--- config.mk ---
export PLATFORM = sky130hd
export DESIGN_NAME = iolfs_top
export DESIGN_NICKNAME = d
export VERILOG_FILES = /design/src/shared/iolfs_pkg.sv /design/src/core/iolfs_blink.sv /design/src/core/iolfs_top.sv
export SDC_FILE = /design/constraint.sdc
export NUM_CORES = 1
export LEC_CHECK = 0
export BUFFER_PORTS_ARGS = -buffer_cell sky130_fd_sc_hd__clkbuf_2
export CAP_MARGIN = 30
export CORE_MARGIN = 1.5
export CORE_UTILIZATION = 50
export CTS_CLUSTER_SIZE = 12
export DETAILED_ROUTE_END_ITERATION = 7
export PLACE_DENSITY = 0.81
export SKIP_CTS_REPAIR_TIMING = 1
export SLEW_MARGIN = 25
export SYNTH_ARGS = -nofsm -noshare
export SYNTH_HDL_FRONTEND = slang
export SYNTH_SLANG_ARGS = --single-unit
--- constraint.sdc ---
create_clock -name ref_clk_in -period 6.1 [get_ports ref_clk_in]
set_input_delay 0.305 -clock ref_clk_in [delete_from_list [all_inputs] [get_ports ref_clk_in]]
set_output_delay 0.305 -clock ref_clk_in [all_outputs]
set_load 0.01 [all_outputs]
--- src/shared/iolfs_pkg.sv ---
// Package with setting codes, reset values and carrier types for the line function select
package iolfs_pkg;
  localparam int unsigned NUM_LINES = 9;
  localparam int unsigned SET_W = 3;
  localparam int unsigned IDX_W = 4;
  // Setting codes
  localparam logic [2:0] SET_DISABLED = 3'h0;
  localparam logic [2:0] SET_SPECIAL = 3'h1;
  localparam logic [2:0] SET_ANALOG = 3'h2;
  localparam logic [2:0] SET_DIG_IN = 3'h3;
  localparam logic [2:0] SET_OUT_LOW = 3'h4;
  localparam logic [2:0] SET_OUT_HIGH = 3'h5;
  localparam logic [2:0] SET_TXEN_LOW = 3'h6;
  localparam logic [2:0] SET_TXEN_HIGH = 3'h7;
  // Line indices with special roles
  localparam logic [3:0] LINE_INDICATOR = 4'h5;
  localparam logic [3:0] LINE_REQUEST = 4'h6;
  localparam logic [3:0] LINE_CLEAR = 4'h7;
  localparam logic [3:0] LINE_INPUT_ONLY = 4'h8;
  // Reset values
  localparam logic [2:0] RST_PLAIN = 3'h0;
  localparam logic [2:0] RST_INDICATOR = 3'h1;
  localparam logic [2:0] RST_REQUEST = 3'h0;
  localparam logic [2:0] RST_CLEAR = 3'h1;
  localparam logic [2:0] RST_INPUT_ONLY = 3'h0;
  // Blink half period of the association indicator, in ms
  localparam int unsigned BLINK_HALF_MS = 250;
  localparam int unsigned CLK_HZ = 50000000;
  localparam int unsigned BLINK_HALF_CYC = BLINK_HALF_MS * (CLK_HZ / 1000);

  // Write request from the command interface
  typedef struct packed {
    logic valid;
    logic [3:0] line;
    logic [2:0] value;
  } iolfs_wr_t;

  // Per-line decoded role
  typedef struct packed {
    logic analog_en;
    logic input_en;
    logic output_en;
    logic output_level;
  } iolfs_role_t;
endpackage : iolfs_pkg

--- src/core/iolfs_blink.sv ---
// Blink generator for the association indicator
`timescale 1ns/100ps
`default_nettype none
module iolfs_blink #(
  parameter int unsigned HALF_CYC = iolfs_pkg::BLINK_HALF_CYC
) (
  // Clock and reset
  input wire logic ref_clk_in,
  input wire logic reset_in,
  // Control
  input wire logic enable_in,
  output logic blink_out
);
  initial begin
    if (HALF_CYC < 1) $error("HALF_CYC must be at least 1");
  end
  localparam int unsigned CW = $clog2(HALF_CYC + 1);
  logic [CW-1:0] cnt_q, cnt_d;
  logic blink_q, blink_d;

  // Counter runs only while enabled so the indicator starts dark on association
  always_comb begin
    cnt_d = cnt_q;
    blink_d = blink_q;
    if (!enable_in) begin
      cnt_d = '0;
      blink_d = 1'b0;
    end else if (cnt_q == CW'(HALF_CYC - 1)) begin
      cnt_d = '0;
      blink_d = ~blink_q;
    end else begin
      cnt_d = cnt_q + CW'(1);
    end
  end

  always_ff @(posedge ref_clk_in) begin
    if (reset_in) begin
      cnt_q <= '0;
      blink_q <= 1'b0;
    end else begin
      cnt_q <= cnt_d;
      blink_q <= blink_d;
    end
  end

  assign blink_out = blink_q;
endmodule // iolfs_blink
`default_nettype wire

--- src/core/iolfs_top.sv ---
// Per-line function selection for nine general-purpose lines
`timescale 1ns/100ps
`default_nettype none
// Operation
// Lines 0-4 take 0 off, 2 analog, 3 input, 4 drive low, 5 drive high; 1 is refused; reset 0.
// Line 5 adds 1 as a blinking association indicator, defaulting to 1.
// Line 6 takes 0 off, 1 request flow control, 3 input, 4 low, 5 high; reset 0.
// Line 7 takes 0,1 clear flow control,3,4,5,6 and 7 transmit enable low/high; reset 1.
// Line 8 takes only 0 or 3 and doubles as the sleep pin input; reset 0.
// A refused or out-of-range value leaves the old setting and function untouched.
module iolfs_top #(
  parameter int unsigned BLINK_HALF_CYC = iolfs_pkg::BLINK_HALF_CYC
) (
  // Clock and reset
  input wire logic ref_clk_in,
  input wire logic reset_in,
  // Setting write port
  input wire iolfs_pkg::iolfs_wr_t wr_in,
  output logic wr_accept_out,
  output logic wr_reject_out,
  // Status and special functions
  input wire logic associated_in,
  input wire logic flow_request_in,
  input wire logic tx_active_in,
  output logic flow_clear_out,
  output logic sleep_request_out,
  // Pins
  input wire logic [8:0] line_pin_in,
  output logic [8:0] line_pin_out,
  output logic [8:0] line_pin_oe_out,
  output logic [8:0] digital_input_role_out,
  output logic [8:0] analog_en_out,
  output logic [8:0] dig_in_out,
  // Setting readback
  output logic [2:0] line_zero_setting_out,
  output logic [2:0] line_one_setting_out,
  output logic [2:0] line_two_setting_out,
  output logic [2:0] line_three_setting_out,
  output logic [2:0] line_four_setting_out,
  output logic [2:0] indicator_line_setting_out,
  output logic [2:0] request_line_setting_out,
  output logic [2:0] clear_line_setting_out,
  output logic [2:0] sleep_input_line_setting_out
);
  initial begin
    if (BLINK_HALF_CYC < 1) $error("BLINK_HALF_CYC must be at least 1");
  end

  // Legal value check per line
  function automatic logic value_ok(input logic [3:0] line, input logic [2:0] v);
    logic ok;
    ok = 1'b0;
    if (line < iolfs_pkg::LINE_INDICATOR) begin
      ok = (v <= iolfs_pkg::SET_OUT_HIGH) && (v != iolfs_pkg::SET_SPECIAL);
    end else if (line == iolfs_pkg::LINE_INDICATOR) begin
      ok = (v <= iolfs_pkg::SET_OUT_HIGH);
    end else if (line == iolfs_pkg::LINE_REQUEST) begin
      ok = (v <= iolfs_pkg::SET_OUT_HIGH) && (v != iolfs_pkg::SET_ANALOG);
    end else if (line == iolfs_pkg::LINE_CLEAR) begin
      ok = (v != iolfs_pkg::SET_ANALOG);
    end else if (line == iolfs_pkg::LINE_INPUT_ONLY) begin
      ok = (v == iolfs_pkg::SET_DISABLED) || (v == iolfs_pkg::SET_DIG_IN);
    end
    return ok;
  endfunction

  function automatic logic [2:0] reset_value(input int unsigned i);
    logic [2:0] r;
    r = iolfs_pkg::RST_PLAIN;
    if (i == iolfs_pkg::LINE_INDICATOR) r = iolfs_pkg::RST_INDICATOR;
    if (i == iolfs_pkg::LINE_REQUEST) r = iolfs_pkg::RST_REQUEST;
    if (i == iolfs_pkg::LINE_CLEAR) r = iolfs_pkg::RST_CLEAR;
    if (i == iolfs_pkg::LINE_INPUT_ONLY) r = iolfs_pkg::RST_INPUT_ONLY;
    return r;
  endfunction

  logic [2:0] set_q [9];
  logic [2:0] set_d [9];
  logic accept_q, accept_d, reject_q, reject_d;
  logic [8:0] sync1_q, sync2_q;
  logic blink;

  // Settings update only on a legal write
  always_comb begin
    for (int i = 0; i < 9; i++) set_d[i] = set_q[i];
    accept_d = 1'b0;
    reject_d = 1'b0;
    if (wr_in.valid) begin
      if ((wr_in.line < 4'h9) && value_ok(wr_in.line, wr_in.value)) begin
        set_d[wr_in.line] = wr_in.value;
        accept_d = 1'b1;
      end else begin
        reject_d = 1'b1;
      end
    end
  end

  always_ff @(posedge ref_clk_in) begin
    if (reset_in) begin
      for (int i = 0; i < 9; i++) set_q[i] <= reset_value(i);
      accept_q <= 1'b0;
      reject_q <= 1'b0;
      sync1_q <= '0;
      sync2_q <= '0;
    end else begin
      for (int i = 0; i < 9; i++) set_q[i] <= set_d[i];
      accept_q <= accept_d;
      reject_q <= reject_d;
      sync1_q <= line_pin_in;
      sync2_q <= sync1_q;
    end
  end

  iolfs_blink #(
    .HALF_CYC(BLINK_HALF_CYC)
  ) u_blink (
    .ref_clk_in(ref_clk_in),
    .reset_in(reset_in),
    .enable_in(associated_in && (set_q[5] == iolfs_pkg::SET_SPECIAL)),
    .blink_out(blink)
  );

  // Role decode; special roles take the pin from the generic decode
  always_comb begin
    line_pin_out = '0;
    line_pin_oe_out = '0;
    digital_input_role_out = '0;
    analog_en_out = '0;
    for (int i = 0; i < 9; i++) begin
      case (set_q[i])
        iolfs_pkg::SET_ANALOG: analog_en_out[i] = 1'b1;
        iolfs_pkg::SET_DIG_IN: digital_input_role_out[i] = 1'b1;
        iolfs_pkg::SET_OUT_LOW: line_pin_oe_out[i] = 1'b1;
        iolfs_pkg::SET_OUT_HIGH: begin
          line_pin_oe_out[i] = 1'b1;
          line_pin_out[i] = 1'b1;
        end
        default: ;
      endcase
    end
    if (set_q[5] == iolfs_pkg::SET_SPECIAL) begin
      line_pin_oe_out[5] = 1'b1;
      line_pin_out[5] = blink;
    end
    if (set_q[7] == iolfs_pkg::SET_SPECIAL) begin
      line_pin_oe_out[7] = 1'b1;
      line_pin_out[7] = flow_clear_out;
    end else if (set_q[7] == iolfs_pkg::SET_TXEN_LOW) begin
      line_pin_oe_out[7] = 1'b1;
      line_pin_out[7] = ~tx_active_in;
    end else if (set_q[7] == iolfs_pkg::SET_TXEN_HIGH) begin
      line_pin_oe_out[7] = 1'b1;
      line_pin_out[7] = tx_active_in;
    end
  end

  // Request line is an input when used for flow control; low means host may send
  assign flow_clear_out = flow_request_in;
  assign dig_in_out = sync2_q & digital_input_role_out;
  // Sleep pin is read whatever the setting, since it also serves pin sleep
  assign sleep_request_out = sync2_q[8];
  assign wr_accept_out = accept_q;
  assign wr_reject_out = reject_q;
  assign line_zero_setting_out = set_q[0];
  assign line_one_setting_out = set_q[1];
  assign line_two_setting_out = set_q[2];
  assign line_three_setting_out = set_q[3];
  assign line_four_setting_out = set_q[4];
  assign indicator_line_setting_out = set_q[5];
  assign request_line_setting_out = set_q[6];
  assign clear_line_setting_out = set_q[7];
  assign sleep_input_line_setting_out = set_q[8];

  chk_reject_keeps_setting: assert property (@(posedge ref_clk_in) disable iff (reset_in)
    (wr_in.valid && (wr_in.line == 4'h1) && (wr_in.value == 3'h1))
      |=> (line_one_setting_out == $past(line_one_setting_out)) && wr_reject_out)
    else $error("refused write changed line one");
  chk_line8_legal: assert property (@(posedge ref_clk_in) disable iff (reset_in)
    (sleep_input_line_setting_out == 3'h0) || (sleep_input_line_setting_out == 3'h3))
    else $error("line eight holds illegal setting");
  chk_line6_no_analog: assert property (@(posedge ref_clk_in) disable iff (reset_in)
    request_line_setting_out != 3'h2 && !analog_en_out[6])
    else $error("line six in analog role");
  chk_line7_txen: assert property (@(posedge ref_clk_in) disable iff (reset_in)
    (clear_line_setting_out == 3'h6) |-> line_pin_oe_out[7] && (line_pin_out[7] == !tx_active_in))
    else $error("transmit enable low wrong");
  chk_line0_out_high: assert property (@(posedge ref_clk_in) disable iff (reset_in)
    (wr_in.valid && wr_in.line == 4'h0 && wr_in.value == 3'h5)
      |=> line_pin_oe_out[0] && line_pin_out[0])
    else $error("line zero not driven high");
  chk_indicator_dark: assert property (@(posedge ref_clk_in) disable iff (reset_in)
    (!associated_in && indicator_line_setting_out == 3'h1) [*2] |-> !line_pin_out[5])
    else $error("indicator lit while not associated");
  // Further guards on decode and refusal
  chk_reject_holds_all: assert property (@(posedge ref_clk_in) disable iff (reset_in)
    (wr_in.valid && (wr_in.line > 4'h8)) |=> wr_reject_out && !wr_accept_out
      && $stable(line_zero_setting_out) && $stable(sleep_input_line_setting_out))
    else $error("write to missing line was taken");
  chk_accept_reject_excl: assert property (@(posedge ref_clk_in) disable iff (reset_in)
    !(wr_accept_out && wr_reject_out))
    else $error("write both taken and refused");
  chk_line0_analog: assert property (@(posedge ref_clk_in) disable iff (reset_in)
    (wr_in.valid && wr_in.line == 4'h0 && wr_in.value == 3'h2) |=> analog_en_out[0] && !line_pin_oe_out[0])
    else $error("line zero not analog");
  chk_dig_in_gated: assert property (@(posedge ref_clk_in) disable iff (reset_in)
    (line_zero_setting_out != 3'h3) |-> !dig_in_out[0])
    else $error("line zero input passed while not an input");
  chk_indicator_drive: assert property (@(posedge ref_clk_in) disable iff (reset_in)
    (indicator_line_setting_out == 3'h1) |-> line_pin_oe_out[5])
    else $error("indicator line not driven");
  chk_line6_request_in: assert property (@(posedge ref_clk_in) disable iff (reset_in)
    (request_line_setting_out == 3'h1) |-> !line_pin_oe_out[6])
    else $error("request line driven while flow control input");
  chk_line7_clear: assert property (@(posedge ref_clk_in) disable iff (reset_in)
    (clear_line_setting_out == 3'h1) |-> line_pin_oe_out[7] && (line_pin_out[7] == flow_request_in))
    else $error("clear line does not follow request");
  chk_line7_txen_high: assert property (@(posedge ref_clk_in) disable iff (reset_in)
    (clear_line_setting_out == 3'h7) |-> line_pin_oe_out[7] && (line_pin_out[7] == tx_active_in))
    else $error("transmit enable high wrong");
  chk_line8_no_drive: assert property (@(posedge ref_clk_in) disable iff (reset_in)
    !line_pin_oe_out[8] && !analog_en_out[8])
    else $error("input only line driven or analog");
endmodule // iolfs_top
`default_nettype wire

# Word level (Yosys, flattened, before mapping)
# Memory sizes are Yosys's and may differ from the RTL's.
# Cells that the tools add are included.
[totals]
mem_bits_rw = 27
out_inout_bits = 76
n_memories = 1
register_bits = 45
inputBits = 22
wordCells = 166
[memory_table]
columns = ["memory", "words", "width", "rd", "rd_clocked_by_memory_dff", "wr", "line", "rtl"]
rows = [
  ["set_q", 9, 3, 9, 0, 9, "iolfs_top.sv:77", "logic [2:0] set_q [9];"],
]
[classes]
order_cmp = 5
reduce_logical = 19
eq_ne = 48
add_sub_neg = 1
bitwise = 15
mux = 71
[op_table]
columns = ["op", "n"]
rows = [
  ["equality test 3 bit, second input constant", 20],
  ["equality test 3 x 2 -> 1 bit, second input constant", 19],
  ["2-to-1 mux 1 bit", 55],
  ["2-to-1 mux 27 bit", 2],
  ["2-to-1 mux 3 bit", 12],
  ["bitwise mux 27 bit", 1],
  ["adder 24 x 1 -> 24 bit, second input constant", 1],
  ["equality test 24 bit, second input constant", 1],
  ["OR reduction 2 bit", 11],
  ["demux 3 bit (select 4 bit)", 1],
  ["equality test 4 x 3 -> 1 bit, second input constant", 3],
  ["AND 9 bit", 1],
  ["OR 1 bit", 9],
  ["equality test 3 x 1 -> 1 bit, second input constant", 2],
  ["greater-or-equal comparator 5 bit, second input constant", 1],
  ["logical AND 1 bit", 5],
  ["less-than comparator 5 x 1 -> 1 bit, second input constant", 1],
  ["inverter 4 -> 5 bit", 1],
  ["equality test 4 bit, second input constant", 1],
  ["less-than comparator 4 x 3 -> 1 bit, second input constant", 1],
  ["less-than comparator 4 bit, second input constant", 1],
  ["inverter 1 bit", 4],
  ["<= comparator 3 bit, second input constant", 1],
  ["zero test 3 bit", 1],
  ["4 further kinds", 4],
]

# Depth between registers and ports, before layout
[depth]
word_depth = 12
depth_mapped = 6
mapped_depth_nobuf = 5

# Hierarchy
# Synthesis repeated with hierarchy kept, for this count alone.
[hier_totals]
cells_unflattened = 354
area_unflattened_um2 = 3261.9
[modules_own_cells]
columns = ["module", "area_per_inst_um2", "cells_per_inst", "instances", "seq_area_each_um2"]
rows = [
  ["iolfs_top", 2113.3, 219, 1, 940.9],
  ["iolfs_blink", 1148.6, 135, 1, 500.5],
]

# Worst setup path after synthesis
# OpenSTA, ideal clock, no wires.
[synth_path]
path_kind = "reg-to-reg"
from = "register u_blink.cnt_q[0]"
to = "register u_blink.cnt_q[18]"
path_slack_ps = 4063
path_stages_with_launch = 7
synth_period_minus_slack_ps = 2037
t_required_ps = 6013
setup_ps = 87
arrival_ps = 1951
path_buffers = 1
path_cell_list = "dfxtp_1 > ha_1 > nand4_2 > or3_1 > clkbuf_2 > or4_1 > a211oi_1"
[synth_between]
elab_chain_cells = 2
elab_cells_between_ends = 3
classes_between = "add/sub (1); eq/ne (1); reduce/logical (1)"
[synth_rtl]
columns = ["item", "line", "rtl"]
rows = [
  ["start, declared", "iolfs_blink.sv:18", "logic [CW-1:0] cnt_q, cnt_d;"],
  ["start signal, assigned", "iolfs_blink.sv:41", "cnt_q <= cnt_d;"],
  ["branches (longest 2 deep; another with adder 24 x 1 -> 24 bit)", "--", ""],
]
# Several ways; the timed one is not identified.
# A chain may end at the register's enable or synchronous reset.

# Worst setup path in the final report
[layout_path]
from = "register u_blink.cnt_q[0]"
to = "register u_blink.cnt_q[20]"
# Same word-level chain as after synthesis.

==> summary.log <==
qor: synthesis.synthXorXnorAreaFrac 3.52%
qor: timing.skew 8.46 ps
qor: floorplan.initial_utilization 51.2%
qor: synthesis.synth_top_area_cells sky130_fd_sc_hd__dfxtp_1 45%, sky130_fd_sc_hd__mux2i_1 6.5%, sky130_fd_sc_hd__nor2b_1 5.6%, sky130_fd_sc_hd__nor2_1 3.7%, sky130_fd_sc_hd__and2_1 3.1%
qor: drt.avgRoutedWirePerCell 13.0 um
qor: drt.detail_route.drc_violations 0
qor: global_routing.first_global_vias 2585
qor: worst_setup_path.worst_ep_required_time 6340 ps
qor: power_and_ir_drop.pwr-share-clk 39.9%
qor: global_routing.top_usage_layer met2
qor: cts.clk-insertion-delay-late 340 ps
qor: synthesis.synth_mux_area_share 6.50%
qor: global_routing.initial_antenna_violation_count 0
qor: global_routing.grt_util_met1 23.2%
qor: worst_hold_path.timing.hold.worst.class input port to flop
qor: floorplan.design.portCount 98
qor: floorplan.core 6310 um^2
qor: synthesis.synthDominantAreaCellType sky130_fd_sc_hd__dfxtp_1
qor: layout.n_antenna_cell 0
qor: global_routing.met2_usage 35.7%
qor: cts.clkTransAtPathRegs 80 ps
qor: synthesis.synth_area_per_cell 9.11 um^2
qor: synthesis.syn-instance-count 355
qor: flow_run.number_of_max_cap_violations 0
qor: layout.drive_above_1_share 26.8%
qor: floorplan.design.die.area 6960 um^2
qor: synthesis.synth.cells.most_frequent 72 x sky130_fd_sc_hd__dfxtp_1, 32 x sky130_fd_sc_hd__nor2_1, 29 x sky130_fd_sc_hd__nor2b_1, 21 x sky130_fd_sc_hd__mux2i_1, 17 x sky130_fd_sc_hd__nor3_1
qor: worst_setup_path.crit_path_max_fanout 9
qor: power_and_ir_drop.pwr_density_cell 224 nW/um^2
qor: layout.final_core_util 62.6%
qor: power_and_ir_drop.leakage 1.75 nW
qor: drt.drt_iter0_drc 92
qor: placed_design.gpl.final_weighted_congestion 0.869
qor: cts.root_buffer sky130_fd_sc_hd__clkbuf_8
qor: worst_setup_path.timing.critical_path.buf_inv 0
qor: synthesis.synth_top_family_by_area simple AND/OR/NAND/NOR gates
qor: timing.final.setup.tns 0 ps
qor: layout.flow.area_growth_from_synthesis 22.2%
qor: floorplan.floorplan.die.height 83.4 um
qor: cts.cts_htree_levels 3
qor: worst_setup_path.critical_path.slowest_cell sky130_fd_sc_hd__or3_1
qor: synthesis.seq_area_frac_synth 44.5%
qor: synthesis.synthDominantCellAreaShare 44.5%
qor: timing.setup_repair_after_global_routing_missed_its_margin no
qor: timing.final-max-slew-violation-count 0
qor: layout.n_fill_cell 564
qor: global_routing.global_route.usage.met3 6.16%
qor: cts.cts_tree done
qor: drt.wirelength 6890 um
qor: layout.stdcell_area 3960 um^2
qor: synthesis.postSynthRegisterBits 72
qor: synthesis.synth_enable_flop_cells 0
qor: power_and_ir_drop.worst_ir_drop_vdd 0.000168 V
qor: synthesis.synth_area_in_compound_gates 8.28%
qor: global_routing.track_usage 19.8%
qor: synthesis.synth-warning-count 0
qor: synthesis.synth-simple-area-share 33.4%
qor: layout.number_of_nets_in_the_finished_design 470
qor: power_and_ir_drop.pwr-share-seq 54.5%
qor: power_and_ir_drop.comb_power_share 5.6%
qor: timing.min_period 2270 ps
qor: worst_setup_path.setup.worst_path.end u_blink.cnt_q[20]
qor: worst_setup_path.worstPathCellList ha_1, nand4_2, or3_1, or4_1, a211oi_1
qor: worst_setup_path.worstSetupStartpointType flop
qor: worst_setup_path.regToRegSetupSlack 3830 ps
qor: outcome.result_of_the_run complete, no violations
qor: global_routing.first_pass_grt_wire_length 11500 um
qor: drt.via_count 2854
qor: power_and_ir_drop.cell_internal_pwr 0.671 mW
qor: synthesis.postSynth.asyncResetShare 0%
qor: synthesis.synth.most_common_cell sky130_fd_sc_hd__dfxtp_1
qor: worst_setup_path.timing_worst_setup_path_type flop to flop
qor: drt.firstDrtPassIters 4
qor: power_and_ir_drop.power.net_switching 0.213 mW
qor: placed_design.port-buffer-count 97
qor: worst_setup_path.critPathArrivalTime 2510 ps
qor: layout.multi_input_comb_area 1690 um^2
qor: synthesis.yosysUniqueCellTypes 43
qor: timing.tightestPinTransition 895 ps
qor: global_routing.grt_start_max_net_pins 49
qor: worst_setup_path.reg2reg_from u_blink.cnt_q[0]
qor: placed_design.postPlaceCellArea 3760 um^2
qor: worst_setup_path.crit_start u_blink.cnt_q[0]
qor: worst_setup_path.rr_endpoint u_blink.cnt_q[20]
qor: timing.slew_headroom 40.3%
qor: worst_setup_path.worstSetupEndpointType flop
qor: synthesis.synth-adder-area-share 0.387%
qor: layout.layout.area.seq 1440 um^2
qor: timing.finalHoldViolations 0
qor: cts.cts_buffers 9
qor: cts.clk_path_buf_depth 2
qor: placed_design.dp_hpwl 4960 um
qor: worst_setup_path.reg2regPathDepth 5
qor: power_and_ir_drop.switching_share 24.1%
qor: timing.fmaxAchievable 0.441 GHz
qor: cts.cts_num_sinks 72
qor: synthesis.syn_nets 378
qor: floorplan.rows 29
qor: global_routing.grt_overflow_total 0
qor: worst_setup_path.cp_top_family simple AND/OR/NAND/NOR gates
qor: floorplan.chipWidth 83.4 um
qor: timing.post-route-period-util 37.2%
qor: drt.postRouteAntennaNets 0
qor: worst_setup_path.path_depth 5
qor: drt.detail_route.vias_per_cell 5.40
qor: synthesis.post_synthesis_cell_area 3240 um^2
qor: synthesis.predominant_post_synthesis_flop_cell sky130_fd_sc_hd__dfxtp_1
qor: worst_setup_path.critical_path.max_stage_delay 550 ps
qor: timing.finalSetupViolations 0
==> through the flow <==
| stage | worst slack [ps] | power, mW | cells | hold slack (ps) |
|---|---|---|---|---|
| floorplan | 4060 | 0.523 | 355 | 414 |
| global placement | 3630 | 0.540 | 512 | 417 |
| detailed placement | 3820 | 0.542 | 513 | 425 |
| CTS | 3820 | 0.896 | 529 | 155 |
| global route | 3670 | 0.917 | 529 | 168 |
| finish | 3830 | 0.884 | 529 | 171 |
==> cell type report <==
cell class	count	area share, %
multi-input cells	256	42.7
flip-flops and latches	72	36.4
repair buffers	99	12.7
clock buffers	11	3.83
well taps	77	2.44
clock inverters	5	0.981
inverters	9	0.854
==> worst min-delay path by stage <==
stage	start	to	slack [ps]	depth (start not counted)
2_1_floorplan	sync1_q[0]	sync2_q[0]	410	1
3_3_place_gp	sync1_q[7]	sync2_q[7]	420	1
3_5_place_dp	sync1_q[5]	sync2_q[5]	420	1
4_1_cts	line_pin_in[7]	sync1_q[7]	150	2
5_1_grt	line_pin_in[3]	sync1_q[3]	170	2
6_report	line_pin_in[7]	sync1_q[7]	170	2
==> layer usage <==
layer,share of wire [%],wire (um)
met1,44,3040
met2,50,3440
met3,5.8,403
met4,0.12,8
met5,0,0
==> flip-flops by register name (all words and copies together) (netlist names) <==
signal             cells
sync2_q                9
sync1_q                9
u_blink.cnt_q         24
u_blink.blink_out      1
wr_reject_out          1
set_q                 27
wr_accept_out          1
==> cell families after synthesis <==
family                   after synthesis
AO/OA/AOI/OAI                         40
AND/OR/NAND/NOR                      181
multiplexers                          21
flip-flops                            72
adder cells (fa/ha/maj)                1
XOR/XNOR                              13
buffers and inverters                 27
==> layout by cell type (no fill, tap or decap), drive strengths merged, types with 2 or more instances in the layout <==
master  count
and2       16
nand3      13
nor4        4
nor2b      29
clkbuf    108
inv        11
o21ai       9
xnor2      11
dfxtp      72
xor2        2
nand4b      2
and3b      11
o31ai       7
clkinv      2
nand4       9
a21o        2
a211oi     10
a21oi       6
a211o       2
and4        2
or3         5
nor3b      11
nand2      11
nand2b      2
nor4b       4
or4         8
nor2       32
buf         2
mux2i      21
nor3       17
==> power by group through the flow <==
stage               clock network (mW)  registers (mW)  logic [mW]
floorplan                            0           0.493      0.0301
global placement                     0           0.492      0.0475
detailed placement                   0           0.493      0.0493
CTS                              0.365           0.482      0.0495
global route                     0.380           0.483      0.0546
finish                           0.353           0.482      0.0498
Note: power is estimated with default switching activity, not from simulation.
